[src/hdl/ipc_pkg.sv]
// Shared constants, mode codes and helper functions for the input pixel conversion block.
package ipc_pkg;

	////////////////////////////////////////////////////////////////////////////////
	localparam int MODE_W = 3;
	localparam int HSIZE_W = 10;
	localparam int VSIZE_W = 10;
	localparam int COUNT_W = HSIZE_W + VSIZE_W;
	localparam int PIX_W = 16;

	////////////////////////////////////////////////////////////////////////////////
	localparam logic [MODE_W-1:0] MODE_NORMAL = 3'h0;
	localparam logic [MODE_W-1:0] MODE_YUV = 3'h1;
	localparam logic [MODE_W-1:0] MODE_DYUV = 3'h2;
	localparam logic [MODE_W-1:0] MODE_PASS16 = 3'h3;
	localparam logic [MODE_W-1:0] MODE_PRE8 = 3'h4;
	localparam logic [MODE_W-1:0] MODE_BAD5 = 3'h5;
	localparam logic [MODE_W-1:0] MODE_BAD6 = 3'h6;
	localparam logic [MODE_W-1:0] MODE_PASS8 = 3'h7;

	////////////////////////////////////////////////////////////////////////////////
	localparam logic [MODE_W-1:0] MODE_RST = 3'h0;
	localparam logic [COUNT_W-1:0] COUNT_RST = 20'h00000;
	localparam logic [COUNT_W-1:0] COUNT_ONE = 20'h00001;
	localparam logic [PIX_W-1:0] PIX_RST = 16'h0000;
	localparam logic [HSIZE_W-1:0] HSIZE_RST = 10'h000;
	localparam logic [VSIZE_W-1:0] VSIZE_RST = 10'h000;

	////////////////////////////////////////////////////////////////////////////////
	function automatic logic ipc_is_active(input logic [MODE_W-1:0] mode);
		ipc_is_active = (mode == MODE_YUV) || (mode == MODE_DYUV) || (mode == MODE_PASS16) || (mode == MODE_PASS8);
	endfunction : ipc_is_active

	function automatic logic [MODE_W-1:0] ipc_pre_code(input logic [MODE_W-1:0] mode);
		ipc_pre_code = (mode == MODE_PASS8) ? MODE_PRE8 : MODE_NORMAL;
	endfunction : ipc_pre_code

	function automatic logic [COUNT_W-1:0] ipc_total(input logic [HSIZE_W-1:0] h, input logic [VSIZE_W-1:0] v);
		ipc_total = COUNT_W'(h) * COUNT_W'(v);
	endfunction : ipc_total

endpackage : ipc_pkg

[src/hdl/ipc_link_if.sv]
// Interface joining the host end and the device end of the pixel entry link.
`timescale 1ns/1ps
interface ipc_link_if;
	logic mode_wr;
	logic [2:0] mode_wdata;
	logic [2:0] mode_rd;
	logic size_wr;
	logic [9:0] hsize;
	logic [9:0] vsize;
	logic pix_wr;
	logic [15:0] pix_data;
	logic pix_ready;
	logic vgm_cs;

	modport device (
		input mode_wr,
		input mode_wdata,
		output mode_rd,
		input size_wr,
		input hsize,
		input vsize,
		input pix_wr,
		input pix_data,
		output pix_ready,
		input vgm_cs
	);

	modport host (
		output mode_wr,
		output mode_wdata,
		input mode_rd,
		output size_wr,
		output hsize,
		output vsize,
		output pix_wr,
		output pix_data,
		input pix_ready,
		output vgm_cs
	);
endinterface : ipc_link_if

[src/hdl/ipc_device_end.sv]
// Device end of the pixel entry link: mode register, pixel counter and store stream.
//
// Summary of operation
// - Mode zero is normal; no pixel transfers taken.
// - Host writes zero before selecting code 011.
// - Code 001 converts YUV pixels to RGB; this device only stores words tagged 001, arithmetic is downstream.
// - Code 010 converts delta-YUV pixels to RGB; this device only stores words tagged 010, arithmetic is downstream.
// - Code 011 stores 16-bit pixels unchanged.
// - Host writes 100 before 111; never 101/110.
// - Code 111 stores 8-bit pixels unchanged.
// - Count reaching zero clears mode to normal.
// - Total count is width times height.
// - Count drops by one per processed pixel.
// - For 8-bit mode width counts words.
// - Host avoids memory chip select while active.
// - Reset clears the mode register to zero.
// - Host should not change mode mid-conversion.
`timescale 1ns/1ps
module ipc_device_end (
	input wire logic clk_sys_in,
	input wire logic rst_in,
	ipc_link_if.device link,
	output logic store_valid_out,
	output logic [ipc_pkg::PIX_W-1:0] store_data_out,
	output logic [ipc_pkg::MODE_W-1:0] store_fmt_out,
	output logic conv_active_out,
	output logic [ipc_pkg::COUNT_W-1:0] pixels_left_out,
	output logic cs_conflict_out,
	output logic bad_mode_out,
	output logic mode_cleared_out
);

	////////////////////////////////////////////////////////////////////////////////
	logic [ipc_pkg::MODE_W-1:0] mode_ff;
	logic [ipc_pkg::MODE_W-1:0] nxt_mode;
	logic ready_ff;
	logic nxt_ready;
	logic [ipc_pkg::HSIZE_W-1:0] hsize_ff;
	logic [ipc_pkg::HSIZE_W-1:0] nxt_hsize;
	logic [ipc_pkg::VSIZE_W-1:0] vsize_ff;
	logic [ipc_pkg::VSIZE_W-1:0] nxt_vsize;
	logic store_valid_ff;
	logic nxt_store_valid;
	logic [ipc_pkg::PIX_W-1:0] store_data_ff;
	logic [ipc_pkg::PIX_W-1:0] nxt_store_data;
	logic [ipc_pkg::MODE_W-1:0] store_fmt_ff;
	logic [ipc_pkg::MODE_W-1:0] nxt_store_fmt;
	logic cs_conflict_ff;
	logic nxt_cs_conflict;
	logic bad_mode_ff;
	logic nxt_bad_mode;
	logic cleared_ff;
	logic nxt_cleared;
	logic accept;
	logic last_pixel;
	logic load;
	logic [ipc_pkg::COUNT_W-1:0] count;
	logic [ipc_pkg::COUNT_W-1:0] total;

	////////////////////////////////////////////////////////////////////////////////
	// Size values are latched so the product is stable when the mode write loads it.
	always_comb begin
		nxt_hsize = hsize_ff;
		nxt_vsize = vsize_ff;
		if (link.size_wr) begin
			nxt_hsize = link.hsize;
			nxt_vsize = link.vsize;
		end
	end

	always_ff @(posedge clk_sys_in or posedge rst_in) begin
		if (rst_in) begin
			hsize_ff <= ipc_pkg::HSIZE_RST;
			vsize_ff <= ipc_pkg::VSIZE_RST;
		end else begin
			hsize_ff <= nxt_hsize;
			vsize_ff <= nxt_vsize;
		end
	end

	////////////////////////////////////////////////////////////////////////////////
	// Pixels are only taken while ready, and ready exists only in an active mode.
	assign accept = link.pix_wr && ready_ff;
	assign last_pixel = accept && (count == ipc_pkg::COUNT_ONE);
	assign load = link.mode_wr && ipc_pkg::ipc_is_active(link.mode_wdata);
	assign total = ipc_pkg::ipc_total(hsize_ff, vsize_ff);

	ipc_pix_counter u_counter (
		.clk_sys_in(clk_sys_in),
		.rst_in(rst_in),
		.load_in(load),
		.dec_in(accept),
		.hsize_in(hsize_ff),
		.vsize_in(vsize_ff),
		.count_out(count)
	);

	////////////////////////////////////////////////////////////////////////////////
	// An active-code mode write mid-conversion restarts the count; any other code drops ready and keeps the count; the host is told to avoid it.
	// Zero size ends the run at once, since no pixel would ever bring the count down to zero.
	// Ready falls in the same cycle as the mode, so no word can slip in after the last one.
	always_comb begin
		nxt_mode = mode_ff;
		nxt_ready = ready_ff;
		nxt_cleared = 1'b0;
		if (link.mode_wr) begin
			nxt_mode = link.mode_wdata;
			nxt_ready = load;
			if (load && (total == ipc_pkg::COUNT_RST)) begin
				nxt_mode = ipc_pkg::MODE_NORMAL;
				nxt_ready = 1'b0;
				nxt_cleared = 1'b1;
			end
		end else if (last_pixel) begin
			nxt_mode = ipc_pkg::MODE_NORMAL;
			nxt_ready = 1'b0;
			nxt_cleared = 1'b1;
		end
	end

	always_ff @(posedge clk_sys_in or posedge rst_in) begin
		if (rst_in) begin
			mode_ff <= ipc_pkg::MODE_RST;
			ready_ff <= 1'b0;
			cleared_ff <= 1'b0;
		end else begin
			mode_ff <= nxt_mode;
			ready_ff <= nxt_ready;
			cleared_ff <= nxt_cleared;
		end
	end

	////////////////////////////////////////////////////////////////////////////////
	// The colour arithmetic lives downstream; this stage tags each word with its format.
	// Each word keeps the mode it was taken in, so a later mode write cannot retag it.
	always_comb begin
		nxt_store_valid = accept;
		nxt_store_data = store_data_ff;
		nxt_store_fmt = store_fmt_ff;
		if (accept) begin
			nxt_store_data = link.pix_data;
			unique case (mode_ff)
				ipc_pkg::MODE_YUV: nxt_store_fmt = ipc_pkg::MODE_YUV;
				ipc_pkg::MODE_DYUV: nxt_store_fmt = ipc_pkg::MODE_DYUV;
				ipc_pkg::MODE_PASS16: nxt_store_fmt = ipc_pkg::MODE_PASS16;
				ipc_pkg::MODE_PASS8: nxt_store_fmt = ipc_pkg::MODE_PASS8;
				default: nxt_store_fmt = ipc_pkg::MODE_NORMAL;
			endcase
		end
	end

	always_ff @(posedge clk_sys_in or posedge rst_in) begin
		if (rst_in) begin
			store_valid_ff <= 1'b0;
			store_data_ff <= ipc_pkg::PIX_RST;
			store_fmt_ff <= ipc_pkg::MODE_RST;
		end else begin
			store_valid_ff <= nxt_store_valid;
			store_data_ff <= nxt_store_data;
			store_fmt_ff <= nxt_store_fmt;
		end
	end

	////////////////////////////////////////////////////////////////////////////////
	// Sticky diagnostics for host misuse; they only clear at reset since there is no register bus.
	// A forbidden code is still written into the register; the flag only reports the broken sequence.
	// A memory select is not blocked in an active mode, because the pin belongs to the host.
	always_comb begin
		nxt_cs_conflict = cs_conflict_ff;
		nxt_bad_mode = bad_mode_ff;
		if (link.vgm_cs && (mode_ff != ipc_pkg::MODE_NORMAL)) begin
			nxt_cs_conflict = 1'b1;
		end
		if (link.mode_wr && ((link.mode_wdata == ipc_pkg::MODE_BAD5) || (link.mode_wdata == ipc_pkg::MODE_BAD6))) begin
			nxt_bad_mode = 1'b1;
		end
		if (link.mode_wr && (link.mode_wdata == ipc_pkg::MODE_PASS16) && (mode_ff != ipc_pkg::MODE_NORMAL)) begin
			nxt_bad_mode = 1'b1;
		end
		if (link.mode_wr && (link.mode_wdata == ipc_pkg::MODE_PASS8) && (mode_ff != ipc_pkg::MODE_PRE8)) begin
			nxt_bad_mode = 1'b1;
		end
	end

	always_ff @(posedge clk_sys_in or posedge rst_in) begin
		if (rst_in) begin
			cs_conflict_ff <= 1'b0;
			bad_mode_ff <= 1'b0;
		end else begin
			cs_conflict_ff <= nxt_cs_conflict;
			bad_mode_ff <= nxt_bad_mode;
		end
	end

	////////////////////////////////////////////////////////////////////////////////
	assign link.mode_rd = mode_ff;
	assign link.pix_ready = ready_ff;
	assign store_valid_out = store_valid_ff;
	assign store_data_out = store_data_ff;
	assign store_fmt_out = store_fmt_ff;
	assign conv_active_out = ready_ff;
	assign pixels_left_out = count;
	assign cs_conflict_out = cs_conflict_ff;
	assign bad_mode_out = bad_mode_ff;
	assign mode_cleared_out = cleared_ff;

endmodule : ipc_device_end

[src/hdl/ipc_pix_counter.sv]
// Remaining pixel counter: loads width times height and counts down per processed pixel.
`timescale 1ns/1ps
module ipc_pix_counter (
	input wire logic clk_sys_in,
	input wire logic rst_in,
	input wire logic load_in,
	input wire logic dec_in,
	input wire logic [ipc_pkg::HSIZE_W-1:0] hsize_in,
	input wire logic [ipc_pkg::VSIZE_W-1:0] vsize_in,
	output logic [ipc_pkg::COUNT_W-1:0] count_out
);
	logic [ipc_pkg::COUNT_W-1:0] count_ff;
	logic [ipc_pkg::COUNT_W-1:0] nxt_count;

	always_comb begin
		nxt_count = count_ff;
		if (load_in) begin
			nxt_count = ipc_pkg::ipc_total(hsize_in, vsize_in);
		end else if (dec_in && (count_ff != ipc_pkg::COUNT_RST)) begin
			nxt_count = count_ff - ipc_pkg::COUNT_ONE;
		end
	end

	always_ff @(posedge clk_sys_in or posedge rst_in) begin
		if (rst_in) begin
			count_ff <= ipc_pkg::COUNT_RST;
		end else begin
			count_ff <= nxt_count;
		end
	end

	assign count_out = count_ff;
endmodule : ipc_pix_counter

[src/flat_wrapper.sv]
// flat-port wrapper written by rule: the top's interface ports become plain ports
module ipc_device_end_flat 
  (clk_sys_in, rst_in, store_valid_out, store_data_out, store_fmt_out, conv_active_out, pixels_left_out, cs_conflict_out, bad_mode_out, mode_cleared_out, link_mode_wr, link_mode_wdata, link_mode_rd, link_size_wr, link_hsize, link_vsize, link_pix_wr, link_pix_data, link_pix_ready, link_vgm_cs);
  ipc_link_if link_i ();
  input wire logic clk_sys_in;
  input wire logic rst_in;
  output logic store_valid_out;
  output logic [ipc_pkg::PIX_W-1:0] store_data_out;
  output logic [ipc_pkg::MODE_W-1:0] store_fmt_out;
  output logic conv_active_out;
  output logic [ipc_pkg::COUNT_W-1:0] pixels_left_out;
  output logic cs_conflict_out;
  output logic bad_mode_out;
  output logic mode_cleared_out;
  input wire logic [$bits(link_i.mode_wr)-1:0] link_mode_wr;
  input wire logic [$bits(link_i.mode_wdata)-1:0] link_mode_wdata;
  output wire logic [$bits(link_i.mode_rd)-1:0] link_mode_rd;
  input wire logic [$bits(link_i.size_wr)-1:0] link_size_wr;
  input wire logic [$bits(link_i.hsize)-1:0] link_hsize;
  input wire logic [$bits(link_i.vsize)-1:0] link_vsize;
  input wire logic [$bits(link_i.pix_wr)-1:0] link_pix_wr;
  input wire logic [$bits(link_i.pix_data)-1:0] link_pix_data;
  output wire logic [$bits(link_i.pix_ready)-1:0] link_pix_ready;
  input wire logic [$bits(link_i.vgm_cs)-1:0] link_vgm_cs;
  assign link_i.mode_wr = link_mode_wr;
  assign link_i.mode_wdata = link_mode_wdata;
  assign link_mode_rd = link_i.mode_rd;
  assign link_i.size_wr = link_size_wr;
  assign link_i.hsize = link_hsize;
  assign link_i.vsize = link_vsize;
  assign link_i.pix_wr = link_pix_wr;
  assign link_i.pix_data = link_pix_data;
  assign link_pix_ready = link_i.pix_ready;
  assign link_i.vgm_cs = link_vgm_cs;
  ipc_device_end u_core (.clk_sys_in(clk_sys_in), .rst_in(rst_in), .link(link_i), .store_valid_out(store_valid_out), .store_data_out(store_data_out), .store_fmt_out(store_fmt_out), .conv_active_out(conv_active_out), .pixels_left_out(pixels_left_out), .cs_conflict_out(cs_conflict_out), .bad_mode_out(bad_mode_out), .mode_cleared_out(mode_cleared_out));
endmodule
[config.mk]
export PLATFORM = sky130hd
export DESIGN_NAME = ipc_device_end_flat
export DESIGN_NICKNAME = d
export VERILOG_FILES = /design/src/hdl/ipc_pkg.sv /design/src/hdl/ipc_link_if.sv /design/src/hdl/ipc_device_end.sv /design/src/hdl/ipc_pix_counter.sv /design/src/flat_wrapper.sv
export SDC_FILE = /design/constraint.sdc
export NUM_CORES = 1
export LEC_CHECK = 0
export BUFFER_PORTS_ARGS = -buffer_cell sky130_fd_sc_hd__buf_2
export CAP_MARGIN = 0
export CORE_UTILIZATION = 64
export CTS_CLUSTER_SIZE = 24
export DETAILED_ROUTE_END_ITERATION = 10
export PLACE_DENSITY_LB_ADDON = 0.08
export SETUP_SLACK_MARGIN = 0.02
export SYNTH_ARGS = -nofsm -noshare
export SYNTH_HDL_FRONTEND = slang
export SYNTH_SLANG_ARGS = --single-unit
[constraint.sdc]
create_clock -name clk_sys_in -period 13.4 [get_ports clk_sys_in]
set_input_delay 0.67 -clock clk_sys_in [delete_from_list [all_inputs] [get_ports clk_sys_in]]
set_output_delay 0.67 -clock clk_sys_in [all_outputs]
set_load 0.01 [all_outputs]
==> run_results.csv, run 1 <==
group,metric,value,unit
hold_path,min_from,"u_core.bad_mode_out$_DFFE_PP0P_",
sta,finalMaxSlewViolations,0,
sta,slew_headroom,23.3,%
sta,fin_crit_sh,41.6,%
finish,synthToLayoutAreaGrowth,11.0,%
clock_network,cts_setup_buffers,0,
yosys,synth_seq_area_share,26.5,%
critical_path,r2r-start,"u_core.vsize_ff[4]$_DFFE_PP0P_",
sta,hold_viol_final,0,
clock_network,cts_tree,"built",
clock_network,cts_sinks,67,
yosys,ys_seq_elements,67,
yosys,synth_cell_types,56,
global_route,grt_antenna_before_repair,0,
route,wl,13600,um
yosys,syn_inst,637,
clock_network,cts.root.buffer_cell,"clkbuf_8",
yosys,avgSynthCellArea,9.93,um^2
global_route,grt_pass1_vias,4916,
yosys,synth-main-ff-cell,"dfrtp_1",
critical_path,crit_type,"register to register",
hold_path,hold_path_class,"register to register",
floorplan,core-area,9420,um^2
finish,final_util,74.6,%
power,p_comb_share,72.9,%
finish,fin_nets,874,
critical_path,crit_path_start,"u_core.vsize_ff[4]$_DFFE_PP0P_",
clock_network,holdBufCountCts,0,
power,switchingPower,0.966,mW
floorplan,rows,35,
clock_network,path_clk_slew,90,ps
yosys,synth_fp_nets,801,
yosys,synth_warnings,0,
power,cellLeakagePower,3.32,nW
power,p_seq_share,17.7,%
clock_network,cts_resized,0,
power,switching_share,52.8,%
critical_path,crit_path_end_kind,"register",
sta,rsz0062_at_grt,"no",
finish,multi_input_area,4280,um^2
critical_path,cp.arrival,5830,ps
clock_network,cts_buffer_depth,2,
global_route,grt_use_total,28.3,%
clock_network,cts_buffers,9,
power,ir_drop,0.000209,V
power,intPower,0.863,mW
run,max_cap_viol_count,0,
place,dp_hpwl,10600,um
route,drt-initial-drc-count,209,
place,place_congestion,0.909,
critical_path,worstPathMaxFanout,11,
route,remaining_drc_errors,0,
finish,layout-drive-gt1-share,23.1,%
floorplan,die_w,101,um
floorplan,ios,93,
critical_path,cp-start-kind,"register",
route,wl_per_cell,16.1,um
route,viasPerCell,5.74,
clock_network,cts_max_level,3,
route,dr.pass1.iters,4,
finish,instances_no_fill,844,
yosys,synth_edf_count,0,
critical_path,crit_required,13650,ps
yosys,synthArstFlopShare,100,%
sta,tns,0,ps
global_route,grt_max_degree,68,
floorplan,start_util,67.2,%
finish,fillerInstances,684,
global_route,grt_pass1_wl,22500,um
yosys,synth_area,6330,um^2
power,powerDensity,260,nW/um^2
place,dp_cells,828,
clock_network,clock_latency,360,ps
run_status,status,"complete, no violations",
sta,max_freq,179,MHz
place,io_buffers,92,
sta,clock_skew,9.92,ps
floorplan,die_y,101,um
sta,max_slew.worst_pin.slew,1150,ps
finish,antennaDiodeCount,0,
power,power.share.clock,9.4,%
route,vias,4845,
finish,regArea,1680,um^2
global_route,grt_overflow_total,0,
route,ant_nets,0,
sta,final.min_clock_period,5580,ps
sta,setup_violations,0,
floorplan,die_area,10300,um^2
==> critical path, stage by stage (launching register included) <==
cell      delay, ps
dfrtp_1         610
nand2_1         140
fa_1            550
fa_1            590
fa_1            430
fa_1            450
fa_1            490
inv_1            40
ha_1            340
nand2_1         100
a211oi_2        250
o21ai_1         170
a21boi_0        300
o221ai_1        200
nor4_2          230
nand4b_1        240
a32o_1          330
==> final timing paths <==
| check | to | slack, ps | cells past startpoint |
|---|---|---|---|
| worst max register to register | u_core.link.mode_rd[2]$_DFFE_PP0P_ | 7820 | 16 |
| worst min-delay path | u_core.bad_mode_out$_DFFE_PP0P_ | 490 | 1 |
| min in group asynchronous | u_core.hsize_ff[7]$_DFFE_PP0P_ | 560 | 3 |
| worst max-delay path | u_core.link.mode_rd[2]$_DFFE_PP0P_ | 7820 | 16 |
| worst min register to register | u_core.bad_mode_out$_DFFE_PP0P_ | 490 | 1 |
| max in group asynchronous | u_core.u_counter.count_out[2]$_DFFE_PP0P_ | 12300 | 3 |
==> sequential cells by signal (all words and copies together) (netlist names) <==
register,flops
u_core.hsize_ff,10
u_core.link.mode_rd,3
u_core.vsize_ff,10
u_core.mode_cleared_out,1
u_core.bad_mode_out,1
u_core.conv_active_out,1
u_core.store_valid_out,1
u_core.store_data_out,16
u_core.cs_conflict_out,1
u_core.u_counter.count_out,20
u_core.store_fmt_out,3
==> cell usage after synthesis, types with 2 or more instances <==
| library cell | n | area (um^2) |
|---|---|---|
| a211oi_1 | 3 | 22.5 |
| a211oi_2 | 2 | 25.0 |
| a21boi_0 | 3 | 22.5 |
| a21o_1 | 4 | 30.0 |
| a21oi_1 | 26 | 130 |
| a31oi_1 | 4 | 25.0 |
| a32o_1 | 3 | 30.0 |
| and2_1 | 37 | 231 |
| and3b_1 | 2 | 17.5 |
| buf_2 | 2 | 10.0 |
| buf_4 | 2 | 15.0 |
| clkbuf_1 | 25 | 93.8 |
| dfrtp_1 | 67 | 1680 |
| fa_1 | 62 | 1240 |
| ha_1 | 57 | 713 |
| inv_1 | 64 | 240 |
| maj3_1 | 2 | 20.0 |
| mux2_2 | 38 | 428 |
| mux2i_1 | 4 | 40.0 |
| nand2_1 | 91 | 342 |
| nand2_2 | 3 | 18.8 |
| nand3_1 | 4 | 20.0 |
| nand4_1 | 5 | 31.3 |
| nand4b_1 | 2 | 17.5 |
| nor2_1 | 26 | 97.6 |
| nor3_1 | 5 | 25.0 |
| nor4_1 | 5 | 31.3 |
| nor4_2 | 2 | 25.0 |
| nor4_4 | 3 | 63.8 |
| o21ai_0 | 20 | 100 |
| o21ai_1 | 3 | 15.0 |
| o31ai_1 | 3 | 22.5 |
| or3_1 | 3 | 18.8 |
| or4_1 | 2 | 15.0 |
| xnor2_1 | 14 | 123 |
| xor2_1 | 19 | 166 |
==> power groups by stage <==
stage               clock network (mW)  logic (mW)  registers [mW]
floorplan                            0        1.02           0.322
CTS                              0.176        1.33           0.323
global placement                     0        1.30           0.323
detailed placement                   0        1.31           0.327
finish                           0.172        1.33           0.323
global route                     0.182        1.49           0.333
==> through the flow <==
stage	power (mW)	area, um^2	worst slack [ps]	hold slack, ps
after floorplan	1.34	6330	8240	479
after global placement	1.62	6830	8080	451
after detailed placement	1.64	6830	7900	470
after CTS	1.83	7020	7880	491
after global routing	2.01	7020	7550	500
final	1.83	7020	7820	488
==> placed cells by master (no fill, tap or decap), drive strengths merged, types with 2 or more instances in the layout <==
master,Yosys,final
a211oi,5,5
a21boi,4,4
a21o,4,4
a21oi,26,26
a31oi,4,4
a32o,3,3
and2,37,37
and3b,2,2
buf,5,93
clkbuf,26,9
clkinv,0,2
dfrtp,67,67
fa,62,62
ha,57,57
inv,65,69
maj3,2,2
mux2,38,38
mux2i,4,4
nand2,94,94
nand3,4,4
nand4,5,5
nand4b,2,2
nor2,26,26
nor3,5,5
nor4,10,10
o211ai,2,2
o21ai,23,23
o31ai,3,3
or3,4,4
or4,2,2
xnor2,14,14
xor2,19,19
==> routing by layer <==
layer	GRT usage, %	wire (um)	up-vias
met5	0	0	-
met4	8.25	197	0
met3	4.62	676	16
met2	47.6	6950	153
met1	38.1	5760	2413
li1	-	-	2263
==> final cells by class <==
| type | instances | share of cell area [%] |
|---|---|---|
| multi-input cells | 474 | 61.0 |
| flip-flops and latches | 67 | 23.9 |
| inverters | 65 | 3.47 |
| repair buffers | 93 | 6.66 |
| well taps | 129 | 2.30 |
| clock buffers | 9 | 1.76 |
| clock inverters | 7 | 0.962 |
==> kinds of logic after synthesis <==
group | Yosys count | share of synthesized area (%)
XOR/XNOR | 33 | 4.57
flip-flops | 67 | 26.5
multiplexers | 42 | 7.39
AND/OR/NAND/NOR | 194 | 15.6
buffers and inverters | 96 | 5.87
adder cells (fa/ha/maj) | 121 | 31.2
AO/OA/AOI/OAI | 84 | 8.84
Power figures use the tool's default switching activity.
==> run 2, diff against run 1 <==
--- a/config.mk
+++ b/config.mk
@@ -5,9 +5,10 @@
 export SDC_FILE = /design/constraint.sdc
 export NUM_CORES = 1
 export LEC_CHECK = 0
+export ABC_AREA = 1
 export BUFFER_PORTS_ARGS = -buffer_cell sky130_fd_sc_hd__buf_2
 export CAP_MARGIN = 0
-export CORE_UTILIZATION = 64
+export CORE_UTILIZATION = 54
 export CTS_CLUSTER_SIZE = 24
 export DETAILED_ROUTE_END_ITERATION = 10
 export PLACE_DENSITY_LB_ADDON = 0.08
==> constraint.sdc (replaced) <==
create_clock -name clk_sys_in -period 4.48 [get_ports clk_sys_in]
set_input_delay 0.224 -clock clk_sys_in [delete_from_list [all_inputs] [get_ports clk_sys_in]]
set_output_delay 0.224 -clock clk_sys_in [all_outputs]
set_load 0.01 [all_outputs]
==> run_results.csv, run 2 <==
group,metric,value,unit
yosys,synth_commonest_cells,"nand2_1 (312), inv_1 (174), dfrtp_1 (67)",
route,wl,17400,um
hold_path,min_path_cells,3,
clock_network,cts_tree,"built",
sta,max_slew.worst_pin.slew,789,ps
place,place_ws,-299,ps
sta,hold_viol_final,0,
yosys,synthAdderAreaFrac,28.5,%
route,wl_per_cell,14.0,um
critical_path,rr_endpoint,"u_core.link.mode_rd[2]$_DFFE_PP0P_",
global_route,grt_use_total,28.6,%
yosys,synth-compound-area-share,4.91,%
yosys,synth_edf_count,0,
clock_network,cts_buffers,9,
sta,fin_crit_sh,104,%
floorplan,core-area,12200,um^2
clock_network,clock_latency,350,ps
critical_path,cp-start-kind,"register",
global_route,grt_max_degree,42,
yosys,synth_seq_area_share,24.5,%
place,dp_cells,1212,
critical_path,crit_chain,"buf_6 -> nand2_1 -> fa_1 -> fa_1 -> fa_1 -> fa_1 -> fa_1 -> inv_1 -> ha_4 -> nand2_4 -> nor2_2 -> nand3_2 -> nand3_4 -> nand2_2 -> nand3_1 -> nand2_2 -> nor2_4 -> nand4_4 -> nand2_1 -> nand2_1",
yosys,synth_xor_xnor_area_share,1.53,%
critical_path,crit_path_end_kind,"register",
clock_network,path_clk_slew,60,ps
route,viasPerCell,5.06,
critical_path,cp.arrival,4900,ps
clock_network,cts.root.buffer_cell,"clkbuf_16",
finish,instances_no_fill,1247,
yosys,synth_top_family_by_area,"adder cells",
floorplan,die_area,13100,um^2
floorplan,ios,93,
finish,fin_nets,1238,
hold_path,hold_path_end,"u_core.store_data_out[4]$_DFFE_PP0P_",
route,vias,6304,
route,remaining_drc_errors,0,
sta,setup_violations,7,
critical_path,cp_slowest_stage_delay,540,ps
critical_path,ff2ff_path_depth,20,
yosys,yosysTopAreaCellShare,24.5,%
yosys,synth-main-ff-cell,"dfrtp_1",
critical_path,worstPathMaxFanout,4,
global_route,grt_pass1_vias,6166,
place,place_congestion,0.922,
finish,largest_register_ffs,20,
finish,final_cell_mix,"nand2_1 (268), inv_1 (168), buf_2 (92), buf_4 (77), fa_1 (61)",
sta,finalMaxSlewViolations,0,
yosys,synth_fp_nets,1073,
clock_network,cts_buffer_depth,2,
sta,final.min_clock_period,4660,ps
yosys,syn_inst,909,
finish,synthToLayoutAreaGrowth,31.0,%
critical_path,crit_type,"register to register",
global_route,grt_overflow_total,0,
yosys,yosys.area_share.simple,25.6,%
floorplan,die_y,115,um
route,dr.pass1.iters,5,
yosys,yosysTopAreaCell,"dfrtp_1",
place,io_buffers,92,
route,ant_nets,0,
sta,max_freq,214,MHz
sta,rsz0062_at_grt,"yes",
sta,clock_skew,10.1,ps
critical_path,crit_top_cell,"fa_1",
run,max_cap_viol_count,0,
finish,fillerInstances,1025,
critical_path,r2r-start,"u_core.hsize_ff[5]$_DFFE_PP0P_",
finish,layout_commonest_cell,"nand2_1",
yosys,synth_cell_types,38,
yosys,synthTopCellsByArea,"dfrtp_1 (24%), fa_1 (18%), nand2_1 (17%), ha_1 (10%), inv_1 (9.5%)",
critical_path,crit_required,4720,ps
place,dp_hpwl,13100,um
sta,fin_ws,-184,ps
floorplan,start_util,56.1,%
run_status,violations,"setup timing",
clock_network,cts_sinks,67,
yosys,avgSynthCellArea,7.53,um^2
clock_network,cts_max_level,3,
yosys,synthArstFlopShare,100,%
sta,slew_headroom,47.3,%
yosys,synth_mux_area_share,3.29,%
run_status,status,"complete, but fails checks",
finish,layout-drive-gt1-share,31.8,%
hold_path,hold_path_class,"input pin to register",
floorplan,rows,40,
finish,antennaDiodeCount,0,
global_route,grt_antenna_before_repair,0,
yosys,ys_seq_elements,67,
yosys,synth_warnings,0,
finish,final_util,73.5,%
yosys,yosysMostFrequentCell,"nand2_1",
yosys,synth_area,6850,um^2
global_route,grt_pass1_wl,28800,um
route,drt-initial-drc-count,323,
floorplan,die_w,115,um
critical_path,r2r_slack,-180,ps
critical_path,cpMaxStageDelayCell,"fa_1",
hold_path,min_from,"link_pix_data[4]",
[run 2: changes by cell type after synthesis, sizes merged, moves of 9 or more]
cell,previous run,this run
nand3,4,37
xnor2,14,2
and2,37,3
nand2,94,318
nor2,26,41
inv,65,178
a21oi,26,16
mux2,38,20
xor2,19,10
[run 2: area by class of cell]
type / instances / area (um^2) / share of cell area [%]
Multi-Input combinational cell: 633 / 4890 / 54.5
Sequential cell: 67 / 1690 / 18.8
Timing Repair Buffer: 184 / 1210 / 13.4
Inverter: 179 / 674 / 7.52
Clock buffer: 10 / 239 / 2.66
Tap cell: 168 / 210 / 2.34
Clock inverter: 6 / 63.8 / 0.711
[run 2: worst max-delay path by stage]
stage	start	to	cells after the start
after floorplan	u_core.vsize_ff[2]$_DFFE_PP0P_	u_core.link.mode_rd[0]$_DFFE_PP0P_	21
after global placement	u_core.hsize_ff[4]$_DFFE_PP0P_	u_core.link.mode_rd[0]$_DFFE_PP0P_	24
after detailed placement	u_core.vsize_ff[4]$_DFFE_PP0P_	u_core.link.mode_rd[1]$_DFFE_PP0P_	20
after CTS	u_core.vsize_ff[3]$_DFFE_PP0P_	u_core.link.mode_rd[2]$_DFFE_PP0P_	21
after global routing	u_core.hsize_ff[6]$_DFFE_PP0P_	u_core.link.mode_rd[2]$_DFFE_PP0P_	22
final	u_core.hsize_ff[5]$_DFFE_PP0P_	u_core.link.mode_rd[2]$_DFFE_PP0P_	20
[run 2: logic make-up (layout without fill, tap and decap cells)]
logic type,count (synthesis),in the layout
AO/OA/AOI/OAI,58,58
XOR/XNOR,12,12
adder cells (fa/ha/maj),119,119
buffers and inverters,209,379
flip-flops,67,67
multiplexers,20,20
AND/OR/NAND/NOR,424,424
[run 2: repair_timing]
action                                  in CTS  in global routing
pin swaps                                   25                 50
hold buffers                                 1                  0
resized for setup                           53                 91
hold endpoints to repair                    26                  0
buffers inserted                            11                  8
endpoints found under the setup margin      12                 16
[run 2: critical path, delay by kind of cell (launching register included)]
family,cells,cell delay [ps]
DFF,1,390
and+or+nand+nor,12,1190
adders and majority gates,6,2760
buffers and inverters,2,200
[run 2: metrics by stage]
| stage | hold slack [ps] | setup TNS [ps] | area [um^2] |
|---|---|---|---|
| CTS | 57.6 | -415 | 8610 |
| global route | 70.1 | -3070 | 8970 |
| global placement | 329 | -960 | 7960 |
| detailed placement | 343 | -1740 | 7960 |
| finish | 72.3 | -930 | 8970 |
| floorplan | 332 | 0 | 6910 |
[run 2: metal layers]
layer / wire length, um / vias up / global-route usage (%)
met4: 179 / 0 / 6.67
met1: 7990 / 3033 / 38.2
met3: 850 / 12 / 5.72
met2: 8400 / 154 / 48.1
met5: 0 / - / 0
li1: - / 3105 / -
Power of run 2 is not shown: default switching activity piles up to over one toggle a cycle in this logic, so the estimate is an artifact.
